File: config.mk
export PLATFORM = sky130hd
export DESIGN_NAME = calendar_rtc_with_alarm
export DESIGN_NICKNAME = d
export VERILOG_FILES = /design/src/pkg/rtc_pkg.sv /design/src/pkg/alarm_cmp_if.sv /design/src/rtl/calendar_rtc_with_alarm.sv /design/src/rtl/rtc_tick_gen.sv /design/src/rtl/rtc_alarm_match.sv
export SDC_FILE = /design/constraint.sdc
export NUM_CORES = 1
export LEC_CHECK = 0
export BUFFER_PORTS_ARGS = -buffer_cell sky130_fd_sc_hd__buf_2
export CORE_AREA = 5 5 208 210
export DETAILED_ROUTE_END_ITERATION = 8
export DIE_AREA = 0 0 213 215
export PLACE_DENSITY_LB_ADDON = 0.2
export SYNTH_ARGS = -nofsm -noshare
export SYNTH_HDL_FRONTEND = slang
export SYNTH_HIERARCHICAL = 1
export SYNTH_SLANG_ARGS = --single-unit
File: constraint.sdc
create_clock -name aclk -period 15.8 [get_ports aclk]
set_input_delay 0 -clock aclk [delete_from_list [all_inputs] [get_ports aclk]]
set_output_delay 0 -clock aclk [all_outputs]
set_load 0.1 [all_outputs]
File: src/pkg/rtc_pkg.sv
package rtc_pkg;
   // Register indices; byte address is four times the index
   localparam logic [5:0] IDX_PWR_MGMT     = 6'h0c;
   localparam logic [5:0] IDX_SEC_MIN      = 6'h10;
   localparam logic [5:0] IDX_HRS_DAY      = 6'h11;
   localparam logic [5:0] IDX_DATE_MTH     = 6'h12;
   localparam logic [5:0] IDX_YEAR         = 6'h13;
   localparam logic [5:0] IDX_ALM_SEC_MIN  = 6'h14;
   localparam logic [5:0] IDX_ALM_HRS_DAY  = 6'h15;
   localparam logic [5:0] IDX_ALM_DATE_MTH = 6'h16;
   localparam logic [5:0] IDX_CONTROL      = 6'h17;
   localparam logic [5:0] IDX_CLK_SOURCE   = 6'h18;

   // Control, power-management and clock-source bit positions
   localparam int BCD_BIT           = 15;
   localparam int HALF_DAY_BIT      = 14;
   localparam int STOP_REQ_BIT      = 11;
   localparam int STOPPED_BIT       = 10;
   localparam int ALM_STOP_REQ_BIT  = 9;
   localparam int ALM_STOPPED_BIT   = 8;
   localparam int TICK_EN_BIT       = 11;
   localparam int SRC_SEL_BIT       = 0;

   // Field positions
   localparam int SEC_LSB   = 0;
   localparam int MIN_LSB   = 8;
   localparam int HRS_LSB   = 0;
   localparam int PM_BIT    = 5;
   localparam int WDAY_LSB  = 8;
   localparam int DATE_LSB  = 0;
   localparam int MTH_LSB   = 8;
   localparam int YCENT_LSB = 8;
   localparam int YUNIT_LSB = 0;

   // Reset values and ranges
   localparam logic [2:0] WDAY_RESET     = 3'h1;
   localparam logic [4:0] DATE_RESET     = 5'h01;
   localparam logic [3:0] MONTH_RESET    = 4'h1;
   localparam logic [6:0] YEAR_CENTURY   = 7'h14;
   localparam logic       TICK_EN_RESET  = 1'b1;
   localparam logic       ALM_STOP_RESET = 1'b1;
   localparam logic [6:0] MAX_SEC        = 7'h3b;
   localparam logic [4:0] MAX_HOUR       = 5'h17;
   localparam logic [4:0] NOON_HOUR      = 5'h0c;
   localparam logic [2:0] LAST_WDAY      = 3'h7;
   localparam logic [3:0] MAX_MONTH      = 4'hc;
   localparam logic [6:0] MAX_YEAR       = 7'h63;

   // Source clock: one second is this many source edges
   localparam int          SRC_FREQ_HZ   = 32768;
   localparam int          SRC_PER_SEC   = SRC_FREQ_HZ * 1;
   localparam logic [14:0] SRC_LAST      = 15'(SRC_PER_SEC - 1);

   localparam logic [1:0] RESP_OKAY   = 2'h0;
   localparam logic [1:0] RESP_SLVERR = 2'h2;
endpackage : rtc_pkg

File: src/pkg/alarm_cmp_if.sv
interface alarm_cmp_if;
   logic [6:0] t_sec;
   logic [6:0] t_min;
   logic [5:0] t_hrs;
   logic [3:0] t_wday;
   logic [5:0] t_date;
   logic [4:0] t_mth;
   logic [6:0] a_sec;
   logic [6:0] a_min;
   logic [5:0] a_hrs;
   logic [3:0] a_wday;
   logic [5:0] a_date;
   logic [4:0] a_mth;
   logic       match;

   modport owner (output t_sec, t_min, t_hrs, t_wday, t_date, t_mth,
                  output a_sec, a_min, a_hrs, a_wday, a_date, a_mth,
                  input  match);
   modport cmp   (input  t_sec, t_min, t_hrs, t_wday, t_date, t_mth,
                  input  a_sec, a_min, a_hrs, a_wday, a_date, a_mth,
                  output match);
endinterface : alarm_cmp_if

File: src/rtl/calendar_rtc_with_alarm.sv
// Notes on behaviour
// - Time advances only while tick enable is 1; it resets enabled.
// - Timebase is a 32.768kHz source, crystal or general-purpose pin.
// - Control bit 15 picks binary (0) or BCD (1) coding; resets 0.
// - Control bit 14 picks 12-hour (1) or 24-hour (0); resets 0.
// - Seconds at 6:0, minutes at 14:8, each 0 to 59, reset zero.
// - Weekday at 10:8, 1 to 7, 1 is Sunday, resets 1.
// - Hours at 4:0, 5:0 in 24-hour mode; afternoon flag at bit 5 only in 12-hour mode.
// - Month at 12:8 is 1 to 12, day at 5:0 is 1 to 31; reset 1.
// - Century at 13:8 fixed at 20; year units 7:0 range 0 to 99.
// - Each seconds increment raises a seconds event; time then holds one second.
// - Control bit 11 requests the seconds counter stop; resets 0.
// - Status bit 10 reads 1 once the counter has really stopped.
// - An all-ones alarm field is excluded from the comparison.
// - All compared alarm fields equal the time: alarm event raised.
// - Alarm minutes at 14:8, seconds at 6:0, range 0 to 59, reset zero.
// - Alarm weekday is four bits at 11:8, resets zero.
// - Alarm month at 12:8, alarm day at 5:0, both reset zero.
// - The alarm event lasts as long as the compared fields match.
// - Bit 9 stops alarms, resets 1; bit 8 reads 1 while stopped.
// - Tick enable is bit 11 of power management, reset 1.
module calendar_rtc_with_alarm (
   input  wire logic        aclk,
   input  wire logic        aresetn,
   input  wire logic        xtal_32k,
   input  wire logic        gpio_32k,
   input  wire logic [7:0]  awaddr,
   input  wire logic        awvalid,
   output logic             awready,
   input  wire logic [31:0] wdata,
   input  wire logic [3:0]  wstrb,
   input  wire logic        wvalid,
   output logic             wready,
   output logic [1:0]       bresp,
   output logic             bvalid,
   input  wire logic        bready,
   input  wire logic [7:0]  araddr,
   input  wire logic        arvalid,
   output logic             arready,
   output logic [31:0]      rdata,
   output logic [1:0]       rresp,
   output logic             rvalid,
   input  wire logic        rready,
   output logic             seconds_event,
   output logic             alarm_match_event
);
   logic [6:0]  sec_q;
   logic [6:0]  min_q;
   logic [4:0]  hour_q;
   logic [2:0]  wday_q;
   logic [4:0]  date_q;
   logic [3:0]  mth_q;
   logic [6:0]  year_q;
   logic [6:0]  alm_sec_q;
   logic [6:0]  alm_min_q;
   logic [5:0]  alm_hrs_q;
   logic [3:0]  alm_wday_q;
   logic [5:0]  alm_date_q;
   logic [4:0]  alm_mth_q;
   logic        bcd_q;
   logic        half_day_q;
   logic        stop_req_q;
   logic        stopped_q;
   logic        alm_stop_req_q;
   logic        alm_stopped_q;
   logic        tick_enable_q;
   logic        src_sel_q;
   logic        aw_held_q;
   logic        w_held_q;
   logic [5:0]  wr_idx_q;
   logic [15:0] wdata_q;
   logic [1:0]  wstrb_q;
   logic [15:0] disp_sm;
   logic [15:0] disp_hd;
   logic [15:0] disp_dm;
   logic [15:0] disp_yr;
   logic [15:0] merged;
   logic [4:0]  new_hour;
   logic        wr_fire;
   logic        run;
   logic        sec_tick;
   logic        tick_apply;

   alarm_cmp_if am ();

   function automatic logic [7:0] enc(input logic [6:0] v, input logic bcd);
      logic [6:0] tens;
      tens = v / 7'd10;
      return bcd ? {tens[3:0], 4'(v % 7'd10)} : {1'b0, v};
   endfunction : enc

   function automatic logic [6:0] dec(input logic [7:0] x, input logic bcd);
      return bcd ? ({3'h0, x[7:4]} * 7'd10 + {3'h0, x[3:0]}) : x[6:0];
   endfunction : dec

   function automatic logic [4:0] days_in(input logic [3:0] m, input logic [6:0] y);
      logic [4:0] d;
      d = 5'd31;
      case (m)
         4'd2:                      d = (y[1:0] == 2'h0) ? 5'd29 : 5'd28;
         4'd4, 4'd6, 4'd9, 4'd11:   d = 5'd30;
         default:                   d = 5'd31;
      endcase
      return d;
   endfunction : days_in

   function automatic logic mapped(input logic [5:0] idx);
      return (idx >= rtc_pkg::IDX_SEC_MIN && idx <= rtc_pkg::IDX_CLK_SOURCE)
          || idx == rtc_pkg::IDX_PWR_MGMT;
   endfunction : mapped

   function automatic logic [15:0] reg_value(input logic [5:0] idx);
      logic [15:0] v;
      v = 16'h0;
      if (idx == rtc_pkg::IDX_SEC_MIN) begin
         v = disp_sm;
      end else if (idx == rtc_pkg::IDX_HRS_DAY) begin
         v = disp_hd;
      end else if (idx == rtc_pkg::IDX_DATE_MTH) begin
         v = disp_dm;
      end else if (idx == rtc_pkg::IDX_YEAR) begin
         v = disp_yr;
      end else if (idx == rtc_pkg::IDX_ALM_SEC_MIN) begin
         v[rtc_pkg::MIN_LSB +: 7] = alm_min_q;
         v[rtc_pkg::SEC_LSB +: 7] = alm_sec_q;
      end else if (idx == rtc_pkg::IDX_ALM_HRS_DAY) begin
         v[rtc_pkg::WDAY_LSB +: 4] = alm_wday_q;
         v[rtc_pkg::HRS_LSB +: 6]  = alm_hrs_q;
      end else if (idx == rtc_pkg::IDX_ALM_DATE_MTH) begin
         v[rtc_pkg::MTH_LSB +: 5]  = alm_mth_q;
         v[rtc_pkg::DATE_LSB +: 6] = alm_date_q;
      end else if (idx == rtc_pkg::IDX_CONTROL) begin
         v[rtc_pkg::BCD_BIT]          = bcd_q;
         v[rtc_pkg::HALF_DAY_BIT]     = half_day_q;
         v[rtc_pkg::STOP_REQ_BIT]     = stop_req_q;
         v[rtc_pkg::STOPPED_BIT]      = stopped_q;
         v[rtc_pkg::ALM_STOP_REQ_BIT] = alm_stop_req_q;
         v[rtc_pkg::ALM_STOPPED_BIT]  = alm_stopped_q;
      end else if (idx == rtc_pkg::IDX_PWR_MGMT) begin
         v[rtc_pkg::TICK_EN_BIT] = tick_enable_q;
      end else if (idx == rtc_pkg::IDX_CLK_SOURCE) begin
         v[rtc_pkg::SRC_SEL_BIT] = src_sel_q;
      end
      return v;
   endfunction : reg_value

   // Time is kept in binary 24-hour form; coding and hour format apply on access
   always_comb begin
      logic [4:0] h12;
      logic [7:0] h;
      h   = 8'h0;
      h12 = hour_q;
      if (hour_q == 5'h0) begin
         h12 = rtc_pkg::NOON_HOUR;
      end else if (hour_q > rtc_pkg::NOON_HOUR) begin
         h12 = hour_q - rtc_pkg::NOON_HOUR;
      end
      disp_sm = 16'h0;
      disp_hd = 16'h0;
      disp_dm = 16'h0;
      disp_yr = 16'h0;
      disp_sm[rtc_pkg::MIN_LSB +: 7] = 7'(enc(min_q, bcd_q));
      disp_sm[rtc_pkg::SEC_LSB +: 7] = 7'(enc(sec_q, bcd_q));
      disp_hd[rtc_pkg::WDAY_LSB +: 3] = wday_q;
      if (half_day_q) begin
         h = enc({2'h0, h12}, bcd_q);
         disp_hd[rtc_pkg::HRS_LSB +: 5] = h[4:0];
         disp_hd[rtc_pkg::PM_BIT] = (hour_q >= rtc_pkg::NOON_HOUR);
      end else begin
         h = enc({2'h0, hour_q}, bcd_q);
         disp_hd[rtc_pkg::HRS_LSB +: 6] = h[5:0];
      end
      disp_dm[rtc_pkg::MTH_LSB +: 5]  = 5'(enc({3'h0, mth_q}, bcd_q));
      disp_dm[rtc_pkg::DATE_LSB +: 6] = 6'(enc({2'h0, date_q}, bcd_q));
      disp_yr[rtc_pkg::YCENT_LSB +: 6] = 6'(enc(rtc_pkg::YEAR_CENTURY, bcd_q));
      disp_yr[rtc_pkg::YUNIT_LSB +: 8] = enc(year_q, bcd_q);
   end

   assign wr_fire = aw_held_q && w_held_q && !bvalid;
   // A process, so the merge follows the live register view
   always_comb begin
      merged = (reg_value(wr_idx_q) & ~{{8{wstrb_q[1]}}, {8{wstrb_q[0]}}})
             | (wdata_q & {{8{wstrb_q[1]}}, {8{wstrb_q[0]}}});
   end

   always_comb begin
      logic [6:0] h;
      h = dec({3'h0, merged[4:0]}, bcd_q);
      new_hour = h[4:0];
      if (!half_day_q) begin
         h = dec({2'h0, merged[5:0]}, bcd_q);
         new_hour = h[4:0];
      end else if (h[4:0] == rtc_pkg::NOON_HOUR) begin
         new_hour = merged[rtc_pkg::PM_BIT] ? rtc_pkg::NOON_HOUR : 5'h0;
      end else if (merged[rtc_pkg::PM_BIT]) begin
         new_hour = h[4:0] + rtc_pkg::NOON_HOUR;
      end
   end

   assign run = tick_enable_q && !stop_req_q;
   assign tick_apply = sec_tick && run;

   rtc_tick_gen u_tick (
      .aclk        (aclk),
      .aresetn     (aresetn),
      .src_32k     (src_sel_q ? gpio_32k : xtal_32k),
      .run         (run),
      .second_tick (sec_tick)
   );

   // A write to a time register wins over a tick in the same cycle; software stops first anyway
   always_ff @(posedge aclk) begin
      if (!aresetn) begin
         sec_q  <= 7'h0;
         min_q  <= 7'h0;
         hour_q <= 5'h0;
         wday_q <= rtc_pkg::WDAY_RESET;
         date_q <= rtc_pkg::DATE_RESET;
         mth_q  <= rtc_pkg::MONTH_RESET;
         year_q <= 7'h0;
      end else if (wr_fire && wr_idx_q == rtc_pkg::IDX_SEC_MIN) begin
         sec_q <= dec({1'b0, merged[rtc_pkg::SEC_LSB +: 7]}, bcd_q);
         min_q <= dec({1'b0, merged[rtc_pkg::MIN_LSB +: 7]}, bcd_q);
      end else if (wr_fire && wr_idx_q == rtc_pkg::IDX_HRS_DAY) begin
         hour_q <= new_hour;
         wday_q <= merged[rtc_pkg::WDAY_LSB +: 3];
      end else if (wr_fire && wr_idx_q == rtc_pkg::IDX_DATE_MTH) begin
         date_q <= 5'(dec({2'h0, merged[rtc_pkg::DATE_LSB +: 6]}, bcd_q));
         mth_q  <= 4'(dec({3'h0, merged[rtc_pkg::MTH_LSB +: 5]}, bcd_q));
      end else if (wr_fire && wr_idx_q == rtc_pkg::IDX_YEAR) begin
         year_q <= dec(merged[rtc_pkg::YUNIT_LSB +: 8], bcd_q);
      end else if (tick_apply) begin
         if (sec_q < rtc_pkg::MAX_SEC) begin
            sec_q <= sec_q + 7'h1;
         end else begin
            sec_q <= 7'h0;
            if (min_q < rtc_pkg::MAX_SEC) begin
               min_q <= min_q + 7'h1;
            end else begin
               min_q <= 7'h0;
               if (hour_q < rtc_pkg::MAX_HOUR) begin
                  hour_q <= hour_q + 5'h1;
               end else begin
                  hour_q <= 5'h0;
                  wday_q <= (wday_q >= rtc_pkg::LAST_WDAY) ? rtc_pkg::WDAY_RESET
                                                           : wday_q + 3'h1;
                  if (date_q < days_in(mth_q, year_q)) begin
                     date_q <= date_q + 5'h1;
                  end else begin
                     date_q <= rtc_pkg::DATE_RESET;
                     if (mth_q < rtc_pkg::MAX_MONTH) begin
                        mth_q <= mth_q + 4'h1;
                     end else begin
                        mth_q  <= rtc_pkg::MONTH_RESET;
                        year_q <= (year_q >= rtc_pkg::MAX_YEAR) ? 7'h0
                                                                : year_q + 7'h1;
                     end
                  end
               end
            end
         end
      end
   end

   always_ff @(posedge aclk) begin
      if (!aresetn) begin
         alm_sec_q  <= 7'h0;
         alm_min_q  <= 7'h0;
         alm_hrs_q  <= 6'h0;
         alm_wday_q <= 4'h0;
         alm_date_q <= 6'h0;
         alm_mth_q  <= 5'h0;
      end else if (wr_fire && wr_idx_q == rtc_pkg::IDX_ALM_SEC_MIN) begin
         alm_sec_q <= merged[rtc_pkg::SEC_LSB +: 7];
         alm_min_q <= merged[rtc_pkg::MIN_LSB +: 7];
      end else if (wr_fire && wr_idx_q == rtc_pkg::IDX_ALM_HRS_DAY) begin
         alm_hrs_q  <= merged[rtc_pkg::HRS_LSB +: 6];
         alm_wday_q <= merged[rtc_pkg::WDAY_LSB +: 4];
      end else if (wr_fire && wr_idx_q == rtc_pkg::IDX_ALM_DATE_MTH) begin
         alm_date_q <= merged[rtc_pkg::DATE_LSB +: 6];
         alm_mth_q  <= merged[rtc_pkg::MTH_LSB +: 5];
      end
   end

   always_ff @(posedge aclk) begin
      if (!aresetn) begin
         bcd_q          <= 1'b0;
         half_day_q     <= 1'b0;
         stop_req_q     <= 1'b0;
         alm_stop_req_q <= rtc_pkg::ALM_STOP_RESET;
         tick_enable_q  <= rtc_pkg::TICK_EN_RESET;
         src_sel_q      <= 1'b0;
      end else if (wr_fire && wr_idx_q == rtc_pkg::IDX_CONTROL) begin
         bcd_q          <= merged[rtc_pkg::BCD_BIT];
         half_day_q     <= merged[rtc_pkg::HALF_DAY_BIT];
         stop_req_q     <= merged[rtc_pkg::STOP_REQ_BIT];
         alm_stop_req_q <= merged[rtc_pkg::ALM_STOP_REQ_BIT];
      end else if (wr_fire && wr_idx_q == rtc_pkg::IDX_PWR_MGMT) begin
         tick_enable_q  <= merged[rtc_pkg::TICK_EN_BIT];
      end else if (wr_fire && wr_idx_q == rtc_pkg::IDX_CLK_SOURCE) begin
         src_sel_q      <= merged[rtc_pkg::SRC_SEL_BIT];
      end
   end

   // Status trails the request by one cycle; no tick lands once it reads 1
   always_ff @(posedge aclk) begin
      if (!aresetn) begin
         stopped_q     <= 1'b0;
         alm_stopped_q <= rtc_pkg::ALM_STOP_RESET;
      end else begin
         stopped_q     <= stop_req_q;
         alm_stopped_q <= alm_stop_req_q;
      end
   end

   assign am.t_sec  = disp_sm[rtc_pkg::SEC_LSB +: 7];
   assign am.t_min  = disp_sm[rtc_pkg::MIN_LSB +: 7];
   assign am.t_hrs  = disp_hd[rtc_pkg::HRS_LSB +: 6];
   assign am.t_wday = disp_hd[rtc_pkg::WDAY_LSB +: 4];
   assign am.t_date = disp_dm[rtc_pkg::DATE_LSB +: 6];
   assign am.t_mth  = disp_dm[rtc_pkg::MTH_LSB +: 5];
   assign am.a_sec  = alm_sec_q;
   assign am.a_min  = alm_min_q;
   assign am.a_hrs  = alm_hrs_q;
   assign am.a_wday = alm_wday_q;
   assign am.a_date = alm_date_q;
   assign am.a_mth  = alm_mth_q;

   rtc_alarm_match u_alarm (
      .cmp (am.cmp)
   );

   // Level output: held for as long as the fields match
   always_ff @(posedge aclk) begin
      if (!aresetn) begin
         seconds_event     <= 1'b0;
         alarm_match_event <= 1'b0;
      end else begin
         seconds_event     <= tick_apply;
         alarm_match_event <= am.match && !alm_stop_req_q;
      end
   end

   always_ff @(posedge aclk) begin
      if (!aresetn) begin
         aw_held_q <= 1'b0;
         awready   <= 1'b0;
         wr_idx_q  <= 6'h0;
      end else if (awvalid && awready) begin
         aw_held_q <= 1'b1;
         awready   <= 1'b0;
         wr_idx_q  <= awaddr[7:2];
      end else if (wr_fire) begin
         aw_held_q <= 1'b0;
      end else begin
         awready   <= !aw_held_q && !bvalid;
      end
   end

   always_ff @(posedge aclk) begin
      if (!aresetn) begin
         w_held_q <= 1'b0;
         wready   <= 1'b0;
         wdata_q  <= 16'h0;
         wstrb_q  <= 2'h0;
      end else if (wvalid && wready) begin
         w_held_q <= 1'b1;
         wready   <= 1'b0;
         wdata_q  <= wdata[15:0];
         wstrb_q  <= wstrb[1:0];
      end else if (wr_fire) begin
         w_held_q <= 1'b0;
      end else begin
         wready   <= !w_held_q && !bvalid;
      end
   end

   always_ff @(posedge aclk) begin
      if (!aresetn) begin
         bvalid <= 1'b0;
         bresp  <= rtc_pkg::RESP_OKAY;
      end else if (wr_fire) begin
         bvalid <= 1'b1;
         bresp  <= mapped(wr_idx_q) ? rtc_pkg::RESP_OKAY : rtc_pkg::RESP_SLVERR;
      end else if (bready) begin
         bvalid <= 1'b0;
      end
   end

   always_ff @(posedge aclk) begin
      if (!aresetn) begin
         arready <= 1'b0;
         rvalid  <= 1'b0;
         rdata   <= 32'h0;
         rresp   <= rtc_pkg::RESP_OKAY;
      end else if (arvalid && arready) begin
         arready <= 1'b0;
         rvalid  <= 1'b1;
         rdata   <= {16'h0, reg_value(araddr[7:2])};
         rresp   <= mapped(araddr[7:2]) ? rtc_pkg::RESP_OKAY : rtc_pkg::RESP_SLVERR;
      end else if (rvalid && rready) begin
         rvalid  <= 1'b0;
      end else begin
         arready <= !rvalid;
      end
   end
endmodule : calendar_rtc_with_alarm

File: src/rtl/rtc_tick_gen.sv
module rtc_tick_gen (
   input  wire logic aclk,
   input  wire logic aresetn,
   input  wire logic src_32k,
   input  wire logic run,
   output logic      second_tick
);
   logic        src_prev_q;
   logic [14:0] edge_cnt_q;

   always_ff @(posedge aclk) begin
      if (!aresetn) begin
         src_prev_q <= 1'b0;
      end else begin
         src_prev_q <= src_32k;
      end
   end

   // Held in reset while halted so a resumed second is a full second
   always_ff @(posedge aclk) begin
      if (!aresetn || !run) begin
         edge_cnt_q  <= 15'h0;
         second_tick <= 1'b0;
      end else if (src_32k && !src_prev_q) begin
         if (edge_cnt_q == rtc_pkg::SRC_LAST) begin
            edge_cnt_q  <= 15'h0;
            second_tick <= 1'b1;
         end else begin
            edge_cnt_q  <= edge_cnt_q + 15'h1;
            second_tick <= 1'b0;
         end
      end else begin
         second_tick <= 1'b0;
      end
   end
endmodule : rtc_tick_gen

File: src/rtl/rtc_alarm_match.sv
module rtc_alarm_match (
   alarm_cmp_if.cmp cmp
);
   function automatic logic field_ok(input logic [6:0] t,
                                     input logic [6:0] a,
                                     input logic [6:0] ones);
      return (a == ones) || (a == t);
   endfunction : field_ok

   logic hrs_ok;

   // An all-ones hours field also masks the afternoon bit
   always_comb begin
      hrs_ok = (cmp.a_hrs[4:0] == 5'h1f) || (cmp.a_hrs == cmp.t_hrs);
      cmp.match = hrs_ok
         && field_ok(cmp.t_sec, cmp.a_sec, 7'h7f)
         && field_ok(cmp.t_min, cmp.a_min, 7'h7f)
         && field_ok({3'h0, cmp.t_wday}, {3'h0, cmp.a_wday}, 7'h0f)
         && field_ok({1'h0, cmp.t_date}, {1'h0, cmp.a_date}, 7'h3f)
         && field_ok({2'h0, cmp.t_mth}, {2'h0, cmp.a_mth}, 7'h1f);
   end
endmodule : rtc_alarm_match

==> run_summary.xml, run 1 <==
<?xml version="1.0" encoding="UTF-8"?>
<metrics>
  <group name="global_routing">
    <metric name="global_route.overflow_total" unit="">0</metric>
    <metric name="grt_first_pass_wirelength" unit="um">69400</metric>
    <metric name="antenna_found_initial" unit="">2</metric>
    <metric name="grt_start_max_net_pins" unit="">91</metric>
    <metric name="first_global_vias" unit="">11800</metric>
    <metric name="grt.total_usage" unit="%">19.1</metric>
  </group>
  <group name="clocking">
    <metric name="numCtsBuffers" unit="">17</metric>
    <metric name="cts_htree_levels" unit="">4</metric>
    <metric name="clk-insertion-delay-late" unit="ps">460</metric>
    <metric name="clkTransAtPathRegs" unit="ps">70</metric>
    <metric name="clock_path_buffers" unit="">2</metric>
    <metric name="clock_tree_from_tritoncts" unit="">yes</metric>
    <metric name="ctsRootBufferMaster" unit="">sky130_fd_sc_hd__clkbuf_16</metric>
    <metric name="cts_num_sinks" unit="">149</metric>
  </group>
  <group name="cells_and_area">
    <metric name="instances_no_fill" unit="">2259</metric>
    <metric name="finish.net_count" unit="">1832</metric>
    <metric name="diodes" unit="">0</metric>
    <metric name="share_of_layout_cells_above_drive_strength_1" unit="%">8.95</metric>
    <metric name="layout.filler_cells" unit="">4431</metric>
    <metric name="syn_to_final_growth" unit="%">13.5</metric>
  </group>
  <group name="synthesis">
    <metric name="ys_warns" unit="">6</metric>
    <metric name="postSynthCellCount" unit="">1671</metric>
    <metric name="synth_simple_gate_area_share" unit="%">25.2</metric>
    <metric name="fraction_of_post_synthesis_cell_area_in_the_top_cell_type_by_area" unit="%">24.5</metric>
    <metric name="yosys-mux-area-fraction" unit="%">4.45</metric>
    <metric name="async_set_or_reset_register_ratio_after_synthesis" unit="%">0</metric>
    <metric name="synth_sequential_area_ratio" unit="%">24.5</metric>
    <metric name="syn_avg_cell_area" unit="um^2">7.29</metric>
    <metric name="synth-edff-count" unit="">0</metric>
    <metric name="synth_ff_type" unit="">sky130_fd_sc_hd__dfxtp_1</metric>
    <metric name="synth_top_area_cell" unit="">sky130_fd_sc_hd__dfxtp_1</metric>
    <metric name="synth_fa_ha_area_share" unit="%">6.73</metric>
    <metric name="netlist-cell-type-count" unit="">94</metric>
    <metric name="synthTopCellsByArea" unit="">sky130_fd_sc_hd__dfxtp_1 24%, sky130_fd_sc_hd__nand2_1 6.5%, sky130_fd_sc_hd__a21oi_1 6.4%</metric>
    <metric name="synth_xor_xnor_area_share" unit="%">5.39</metric>
    <metric name="synth_top_family_by_area" unit="">compound AO/OA/AOI/OAI gates</metric>
    <metric name="ys_ff_latch" unit="">149</metric>
    <metric name="syn_area" unit="um^2">12200</metric>
    <metric name="synth_compound_gate_area_share" unit="%">26.9</metric>
  </group>
  <group name="place">
    <metric name="hpwlAfterDp" unit="um">33000</metric>
    <metric name="place_inst" unit="">2191</metric>
    <metric name="routabilityCongestion" unit="">0.979</metric>
    <metric name="placement.io_buffers" unit="">63</metric>
  </group>
  <group name="detailed_routing">
    <metric name="drcViolationCount" unit="">0</metric>
    <metric name="detailedRoute.firstIterationViolations" unit="">1224</metric>
    <metric name="post_drt_wl_per_cell" unit="um">19.9</metric>
    <metric name="routed_wirelength" unit="um">44900</metric>
    <metric name="antenna_violating_nets_post_route" unit="">0</metric>
    <metric name="vias_after_detailed_routing" unit="">12600</metric>
    <metric name="drt-vias-per-instance" unit="">5.60</metric>
    <metric name="drt_first_pass_iters" unit="">6</metric>
  </group>
  <group name="setup_path">
    <metric name="critical_path_buf_inv_count" unit="">3</metric>
    <metric name="crit_path_end_kind" unit="">flip-flop</metric>
    <metric name="cp_data_required_time" unit="ps">16150</metric>
    <metric name="crit-reg2reg-launch" unit="">hour_q[2]</metric>
    <metric name="critPathTopFamily" unit="">compound AO/OA/AOI/OAI gates</metric>
    <metric name="startpoint_type" unit="">flip-flop</metric>
    <metric name="timing.critical_path.slowest_cell_delay" unit="ps">740</metric>
    <metric name="worst-path-max-fanout" unit="">19</metric>
    <metric name="setup.worst_path.class" unit="">flip-flop to flip-flop</metric>
    <metric name="slowest_cp_cell" unit="">sky130_fd_sc_hd__dfxtp_1</metric>
    <metric name="timing.critical_path.from" unit="">hour_q[2]</metric>
    <metric name="cp_common_cell" unit="">sky130_fd_sc_hd__ha_1</metric>
    <metric name="worst-endpoint-arrival" unit="ps">7990</metric>
  </group>
  <group name="timing">
    <metric name="finalHoldViolCount" unit="">0</metric>
    <metric name="final_max_slew_viol_count" unit="">0</metric>
    <metric name="finalClockSkew" unit="ps">12.3</metric>
    <metric name="fmax" unit="MHz">131</metric>
    <metric name="grt_setup_unrepaired" unit="">false</metric>
    <metric name="worst_slew_margin_rel" unit="%">25.4</metric>
    <metric name="final.setup.tns" unit="ps">0</metric>
    <metric name="finalCritPeriodShare" unit="%">48.3</metric>
    <metric name="finalSetupViolations" unit="">0</metric>
    <metric name="worst-slew-pin-transition" unit="ps">1120</metric>
    <metric name="time_the_worst_path_needs_with_i_o_delays_and_setup" unit="ps">7630</metric>
  </group>
  <group name="die">
    <metric name="floorplan.initialDensity" unit="%">29.5</metric>
    <metric name="core_ar" unit="um^2">41400</metric>
    <metric name="die-width" unit="um">213</metric>
    <metric name="floorplan.die.height" unit="um">215</metric>
    <metric name="die_outline_area" unit="um^2">45800</metric>
    <metric name="total_i_o_pin_count" unit="">104</metric>
    <metric name="floorplan.rows" unit="">75</metric>
  </group>
  <group name="power_and_ir_drop">
    <metric name="pwr_density_cell" unit="nW/um^2">68.1</metric>
    <metric name="ir_drop" unit="uV">78.2</metric>
    <metric name="cellLeakagePower" unit="nW">5.18</metric>
  </group>
  <group name="job">
    <metric name="maxCapViolCount" unit="">0</metric>
  </group>
  <group name="hold_path">
    <metric name="hp-start" unit="">aresetn</metric>
    <metric name="type_of_the_tightest_min_delay_check" unit="">input port to flip-flop</metric>
  </group>
  <group name="outcome">
    <metric name="outcome" unit="">complete, no violations</metric>
  </group>
</metrics>
==> worst reg2reg max path: cells and delay by family, from the launching register on <==
kind	cells	cell delay (ps)
simple gates	7	1170
fa+ha+maj	5	1410
compound gates	9	3000
flops	1	740
buf+inv	3	670
mux	1	290
xor+xnor	2	260
==> timing repair <==
action / in CTS / in global routing
endpoints found under the hold margin: 30 / 0
buffers inserted: 0 / 0
hold buffers: 37 / 0
resized for setup: 0 / 0
==> path summary, 6_finish.rpt <==
check	depth (start not counted)	slack, ps	end
hold / removal	2	90	tick_enable_q
setup / recovery	27	8170	hour_q[2]
hold reg to reg	2	450	rdata[15]
setup reg to reg	27	8170	hour_q[2]
==> synth_stat cells, types with 22 or more instances <==
library cell	number
sky130_fd_sc_hd__a211oi_1	29
sky130_fd_sc_hd__a21oi_1	157
sky130_fd_sc_hd__a31oi_1	22
sky130_fd_sc_hd__clkbuf_1	79
sky130_fd_sc_hd__dfxtp_1	149
sky130_fd_sc_hd__ha_1	60
sky130_fd_sc_hd__inv_1	69
sky130_fd_sc_hd__mux2i_1	35
sky130_fd_sc_hd__nand2_1	212
sky130_fd_sc_hd__nand2b_1	31
sky130_fd_sc_hd__nand3_1	54
sky130_fd_sc_hd__nor2_1	161
sky130_fd_sc_hd__nor2b_1	26
sky130_fd_sc_hd__nor3_1	24
sky130_fd_sc_hd__o21ai_0	99
sky130_fd_sc_hd__xnor2_1	45
sky130_fd_sc_hd__xor2_1	30
==> metal layers <==
| metal | wire (um) | up-vias | GRT usage (%) |
|---|---|---|---|
| met2 | 21400 | 430 | 31.6 |
| met3 | 2290 | 69 | 2.92 |
| met1 | 19900 | 6064 | 25.6 |
| met4 | 1250 | 0 | 6.08 |
| met5 | 0 | - | 0 |
| li1 | - | 6083 | - |
==> kinds of logic after synthesis <==
family,count (synthesis)
compound gates,501
flops,149
fa+ha+maj,64
mux,47
other cells,1
simple gates,640
xor+xnor,75
buf+inv,194
==> metrics by stage <==
step / util (%) / hold WS, ps / power (mW) / instance area (um^2) / setup slack, ps
2_1_floorplan: - / 122 / 0.483 / 12300 / 9740
3_3_place_gp: 31.1 / 248 / 0.509 / 12900 / 8380
3_5_place_dp: 31.1 / 250 / 0.509 / 12900 / 8290
4_1_cts: 33.4 / 58.9 / 0.952 / 13800 / 8240
5_1_grt: 33.4 / 86.8 / 0.977 / 13800 / 7680
6_report: 33.4 / 87.0 / 0.942 / 13800 / 8170
==> flip-flops by register name, indices dropped and copies added, names as in the netlist, 3 cells and up <==
register	flops
wdata_q	16
alm_min_q	7
min_q	7
alm_mth_q	5
wday_q	3
alm_sec_q	7
year_q	7
sec_q	7
alm_date_q	6
wr_idx_q	6
date_q	5
alm_wday_q	4
u_tick/edge_cnt_q	15
alm_hrs_q	6
hour_q	5
mth_q	4
rdata	16
==> placed cells by master (no fill, tap or decap), types with 6 or more instances in the layout <==
| cell type | Yosys | final |
|---|---|---|
| sky130_fd_sc_hd__a211o_1 | 6 | 6 |
| sky130_fd_sc_hd__nand4_1 | 19 | 19 |
| sky130_fd_sc_hd__buf_4 | 19 | 20 |
| sky130_fd_sc_hd__a211oi_1 | 29 | 29 |
| sky130_fd_sc_hd__o211ai_1 | 17 | 17 |
| sky130_fd_sc_hd__o21ai_0 | 99 | 99 |
| sky130_fd_sc_hd__clkbuf_16 | 0 | 17 |
| sky130_fd_sc_hd__and2_1 | 19 | 19 |
| sky130_fd_sc_hd__nand3_1 | 54 | 54 |
| sky130_fd_sc_hd__mux2_2 | 7 | 7 |
| sky130_fd_sc_hd__nor4_1 | 14 | 13 |
| sky130_fd_sc_hd__nor3_1 | 24 | 24 |
| sky130_fd_sc_hd__a31oi_1 | 22 | 22 |
| sky130_fd_sc_hd__xor2_1 | 30 | 30 |
| sky130_fd_sc_hd__o22ai_1 | 14 | 14 |
| sky130_fd_sc_hd__and3_1 | 17 | 17 |
| sky130_fd_sc_hd__buf_2 | 9 | 63 |
| sky130_fd_sc_hd__a221oi_1 | 12 | 12 |
| sky130_fd_sc_hd__nand2b_1 | 31 | 31 |
| sky130_fd_sc_hd__mux2i_1 | 35 | 35 |
| sky130_fd_sc_hd__o221ai_1 | 9 | 9 |
| sky130_fd_sc_hd__dlygate4sd3_1 | 0 | 37 |
| sky130_fd_sc_hd__conb_1 | 1 | 19 |
| sky130_fd_sc_hd__o31ai_1 | 14 | 14 |
| sky130_fd_sc_hd__o32ai_1 | 9 | 9 |
| sky130_fd_sc_hd__nor2_1 | 161 | 161 |
| sky130_fd_sc_hd__or3_1 | 6 | 6 |
| sky130_fd_sc_hd__nand2_1 | 212 | 212 |
| sky130_fd_sc_hd__nand3b_1 | 10 | 10 |
| sky130_fd_sc_hd__nor3b_1 | 11 | 11 |
| sky130_fd_sc_hd__o21a_1 | 8 | 8 |
| sky130_fd_sc_hd__a21oi_1 | 157 | 157 |
| sky130_fd_sc_hd__inv_1 | 69 | 69 |
| sky130_fd_sc_hd__nor2b_1 | 26 | 26 |
| sky130_fd_sc_hd__a22oi_1 | 19 | 19 |
| sky130_fd_sc_hd__xnor2_1 | 45 | 45 |
| sky130_fd_sc_hd__dfxtp_1 | 149 | 148 |
| sky130_fd_sc_hd__ha_1 | 60 | 60 |
| sky130_fd_sc_hd__a21o_1 | 7 | 7 |
==> where the power goes <==
part	leakage, nW	internal [mW]	switching [mW]
Combinational	3.68	0.0310	0.0885
Sequential	1.21	0.382	0.00687
Clock	0.296	0.250	0.184
==> cell type report <==
class	count	area (um^2)	share of cell area (%)
clock buffers	18	429	3.10
multi-input cells	1346	8450	61.1
repair buffers	120	836	6.04
clock inverters	13	174	1.26
well taps	539	674	4.88
inverters	74	279	2.02
flip-flops and latches	149	2980	21.6
Power figures use the tool's default switching activity.
==> run 2, diff against run 1 <==
clock period = 6.22 ns   (was 15.8 ns; I/O delays follow)
==> run 2 against run 1 <==
  * Final cell count is 1.2% higher
  * Combinational power grew to 2.6 times the previous value
  * Flip-flop and latch count stayed put
  * Largest power group unchanged
  * Highest routed layer unchanged
==> run_summary.xml, run 2 (synthesis gave the netlist of run 1 again) <==
<?xml version="1.0" encoding="UTF-8"?>
<metrics>
  <group name="clocking">
    <metric name="clk-insertion-delay-late" unit="ps">460</metric>
    <metric name="cts_htree_levels" unit="">4</metric>
    <metric name="clkTransAtPathRegs" unit="ps">70</metric>
    <metric name="clock_tree_from_tritoncts" unit="">yes</metric>
    <metric name="clock_path_buffers" unit="">2</metric>
    <metric name="cts_num_sinks" unit="">149</metric>
    <metric name="numCtsBuffers" unit="">17</metric>
    <metric name="ctsRootBufferMaster" unit="">sky130_fd_sc_hd__clkbuf_16</metric>
  </group>
  <group name="setup_path">
    <metric name="slowest_cp_cell" unit="">sky130_fd_sc_hd__dfxtp_4</metric>
    <metric name="worst-path-max-fanout" unit="">8</metric>
    <metric name="cp_data_required_time" unit="ps">6580</metric>
    <metric name="worst-endpoint-arrival" unit="ps">6170</metric>
    <metric name="setup.worst_path.class" unit="">flip-flop to flip-flop</metric>
    <metric name="crit_path_end_kind" unit="">flip-flop</metric>
    <metric name="startpoint_type" unit="">flip-flop</metric>
    <metric name="timing.critical_path.slowest_cell_delay" unit="ps">390</metric>
    <metric name="cp_common_cell" unit="">sky130_fd_sc_hd__ha_1</metric>
  </group>
  <group name="hold_path">
    <metric name="type_of_the_tightest_min_delay_check" unit="">input port to flip-flop</metric>
  </group>
  <group name="timing">
    <metric name="hold_slack_final" unit="ps">63.2</metric>
    <metric name="finalHoldViolCount" unit="">0</metric>
    <metric name="finalClockSkew" unit="ps">17.1</metric>
    <metric name="worst_slew_margin_rel" unit="%">26.8</metric>
    <metric name="final_max_slew_viol_count" unit="">0</metric>
    <metric name="time_the_worst_path_needs_with_i_o_delays_and_setup" unit="ps">5810</metric>
    <metric name="worst-slew-pin-transition" unit="ps">1090</metric>
    <metric name="fmax" unit="MHz">172</metric>
    <metric name="finalSetupViolations" unit="">0</metric>
    <metric name="finalCritPeriodShare" unit="%">93.4</metric>
  </group>
  <group name="power_and_ir_drop">
    <metric name="power.share.clock" unit="%">45.1</metric>
    <metric name="swShare" unit="%">32.6</metric>
    <metric name="power.combinational.fraction" unit="%">13.0</metric>
    <metric name="cellLeakagePower" unit="nW">5.30</metric>
    <metric name="p_sw" unit="uW">770</metric>
    <metric name="ir_drop" unit="uV">117</metric>
    <metric name="intPower" unit="mW">1.59</metric>
    <metric name="pwr-share-seq" unit="%">41.8</metric>
    <metric name="pwr_density_cell" unit="nW/um^2">168</metric>
  </group>
  <group name="detailed_routing">
    <metric name="post_drt_wl_per_cell" unit="um">19.9</metric>
    <metric name="vias_after_detailed_routing" unit="">12800</metric>
    <metric name="drcViolationCount" unit="">0</metric>
    <metric name="drt_first_pass_iters" unit="">7</metric>
    <metric name="detailedRoute.firstIterationViolations" unit="">1116</metric>
    <metric name="antenna_violating_nets_post_route" unit="">0</metric>
    <metric name="drt-vias-per-instance" unit="">5.61</metric>
    <metric name="routed_wirelength" unit="um">45500</metric>
  </group>
  <group name="die">
    <metric name="die-width" unit="um">213</metric>
    <metric name="core_ar" unit="um^2">41400</metric>
    <metric name="floorplan.rows" unit="">75</metric>
    <metric name="floorplan.die.height" unit="um">215</metric>
    <metric name="floorplan.initialDensity" unit="%">29.5</metric>
    <metric name="total_i_o_pin_count" unit="">104</metric>
    <metric name="die_outline_area" unit="um^2">45800</metric>
  </group>
  <group name="cells_and_area">
    <metric name="share_of_layout_cells_above_drive_strength_1" unit="%">11.2</metric>
    <metric name="post-route-cell-area" unit="um^2">14100</metric>
    <metric name="area.sequential" unit="um^2">2990</metric>
    <metric name="diodes" unit="">0</metric>
    <metric name="reg.largest.list" unit="">rdata x16, wdata_q x16, u_tick/edge_cnt_q x15</metric>
    <metric name="layout.filler_cells" unit="">4486</metric>
    <metric name="finish.net_count" unit="">1858</metric>
    <metric name="layout_commonest_cell" unit="">sky130_fd_sc_hd__nand2_1</metric>
    <metric name="syn_to_final_growth" unit="%">15.6</metric>
    <metric name="multiInputGateArea" unit="um^2">8510</metric>
    <metric name="final_cell_mix" unit="">212 x sky130_fd_sc_hd__nand2_1, 160 x sky130_fd_sc_hd__nor2_1, 157 x sky130_fd_sc_hd__a21oi_1, 146 x sky130_fd_sc_hd__dfxtp_1, 99 x sky130_fd_sc_hd__o21ai_0</metric>
  </group>
  <group name="place">
    <metric name="hpwlAfterDp" unit="um">33900</metric>
    <metric name="placement.io_buffers" unit="">63</metric>
    <metric name="routabilityCongestion" unit="">0.939</metric>
    <metric name="postPlaceCellArea" unit="um^2">13000</metric>
  </group>
  <group name="job">
    <metric name="maxCapViolCount" unit="">0</metric>
  </group>
  <group name="global_routing">
    <metric name="global_route.overflow_total" unit="">0</metric>
    <metric name="grt.total_usage" unit="%">19.4</metric>
    <metric name="grt_first_pass_wirelength" unit="um">71000</metric>
    <metric name="grt_start_max_net_pins" unit="">55</metric>
    <metric name="antenna_found_initial" unit="">0</metric>
    <metric name="first_global_vias" unit="">12200</metric>
  </group>
  <group name="outcome">
    <metric name="outcome" unit="">complete, no violations</metric>
  </group>
</metrics>
[run 2: power groups by stage]
stage	Clock [mW]	Combinational, mW	Sequential (mW)
3_5_place_dp	0	0.286	1.01
5_1_grt	1.13	0.328	0.992
2_1_floorplan	0	0.182	1.04
6_report	1.07	0.308	0.989
4_1_cts	1.09	0.305	0.990
3_3_place_gp	0	0.287	1.01
[run 2: final timing paths]
check	start	endpoint	slack, ps	cells after the start
worst min-delay path	aresetn	tick_enable_q	60	3
worst max register to register	hour_q[2]	hour_q[2]	410	28
worst min register to register	wdata_q[1]	wdata_q[1]	450	2
worst max-delay path	hour_q[2]	hour_q[2]	410	28
[run 2: per-stage QoR]
step / instances / TNS, ps / power [mW] / setup slack, ps / utilization (%)
6_report: 2286 / 0 / 2.36 / 411 / 34.0
5_1_grt: 2286 / -21.8 / 2.45 / -21.8 / 34.0
2_1_floorplan: 1689 / 0 / 1.23 / 160 / -
3_3_place_gp: 2216 / 0 / 1.30 / 226 / 31.5
4_1_cts: 2285 / 0 / 2.39 / 34.2 / 33.9
3_5_place_dp: 2216 / 0 / 1.30 / 58.9 / 31.5
[run 2: worst max-delay path: cells and delay by family, from the launching register on]
| kind | cells | cell delay, ps |
|---|---|---|
| compound gates | 10 | 2270 |
| simple gates | 4 | 730 |
| xor+xnor | 2 | 280 |
| buf+inv | 4 | 310 |
| mux | 1 | 290 |
| flops | 1 | 390 |
| fa+ha+maj | 7 | 1420 |
[run 2: layout make-up]
cell class	instances	area share [%]
Inverter	74	1.98
Multi-Input combinational cell	1346	60.4
Tap cell	539	4.79
Clock inverter	15	1.26
Timing Repair Buffer	146	7.32
Sequential cell	149	21.2
Clock buffer	17	3.02
[run 2: per-layer routing]
metal / vias up / track usage, % / routed length, um
met1: 6144 / 25.6 / 19700
met2: 460 / 32.7 / 21900
met3: 86 / 2.38 / 2550
met4: 0 / 6.51 / 1390
met5: - / 0 / 0
li1: 6134 / - / -
[run 2: what timing repair did]
item                                   CTS  global route
endpoints found under the hold margin   30             0
resized for setup                        0            18
hold buffers                            37             0
setup buffers                            0             1
setup endpoints to repair                0             9
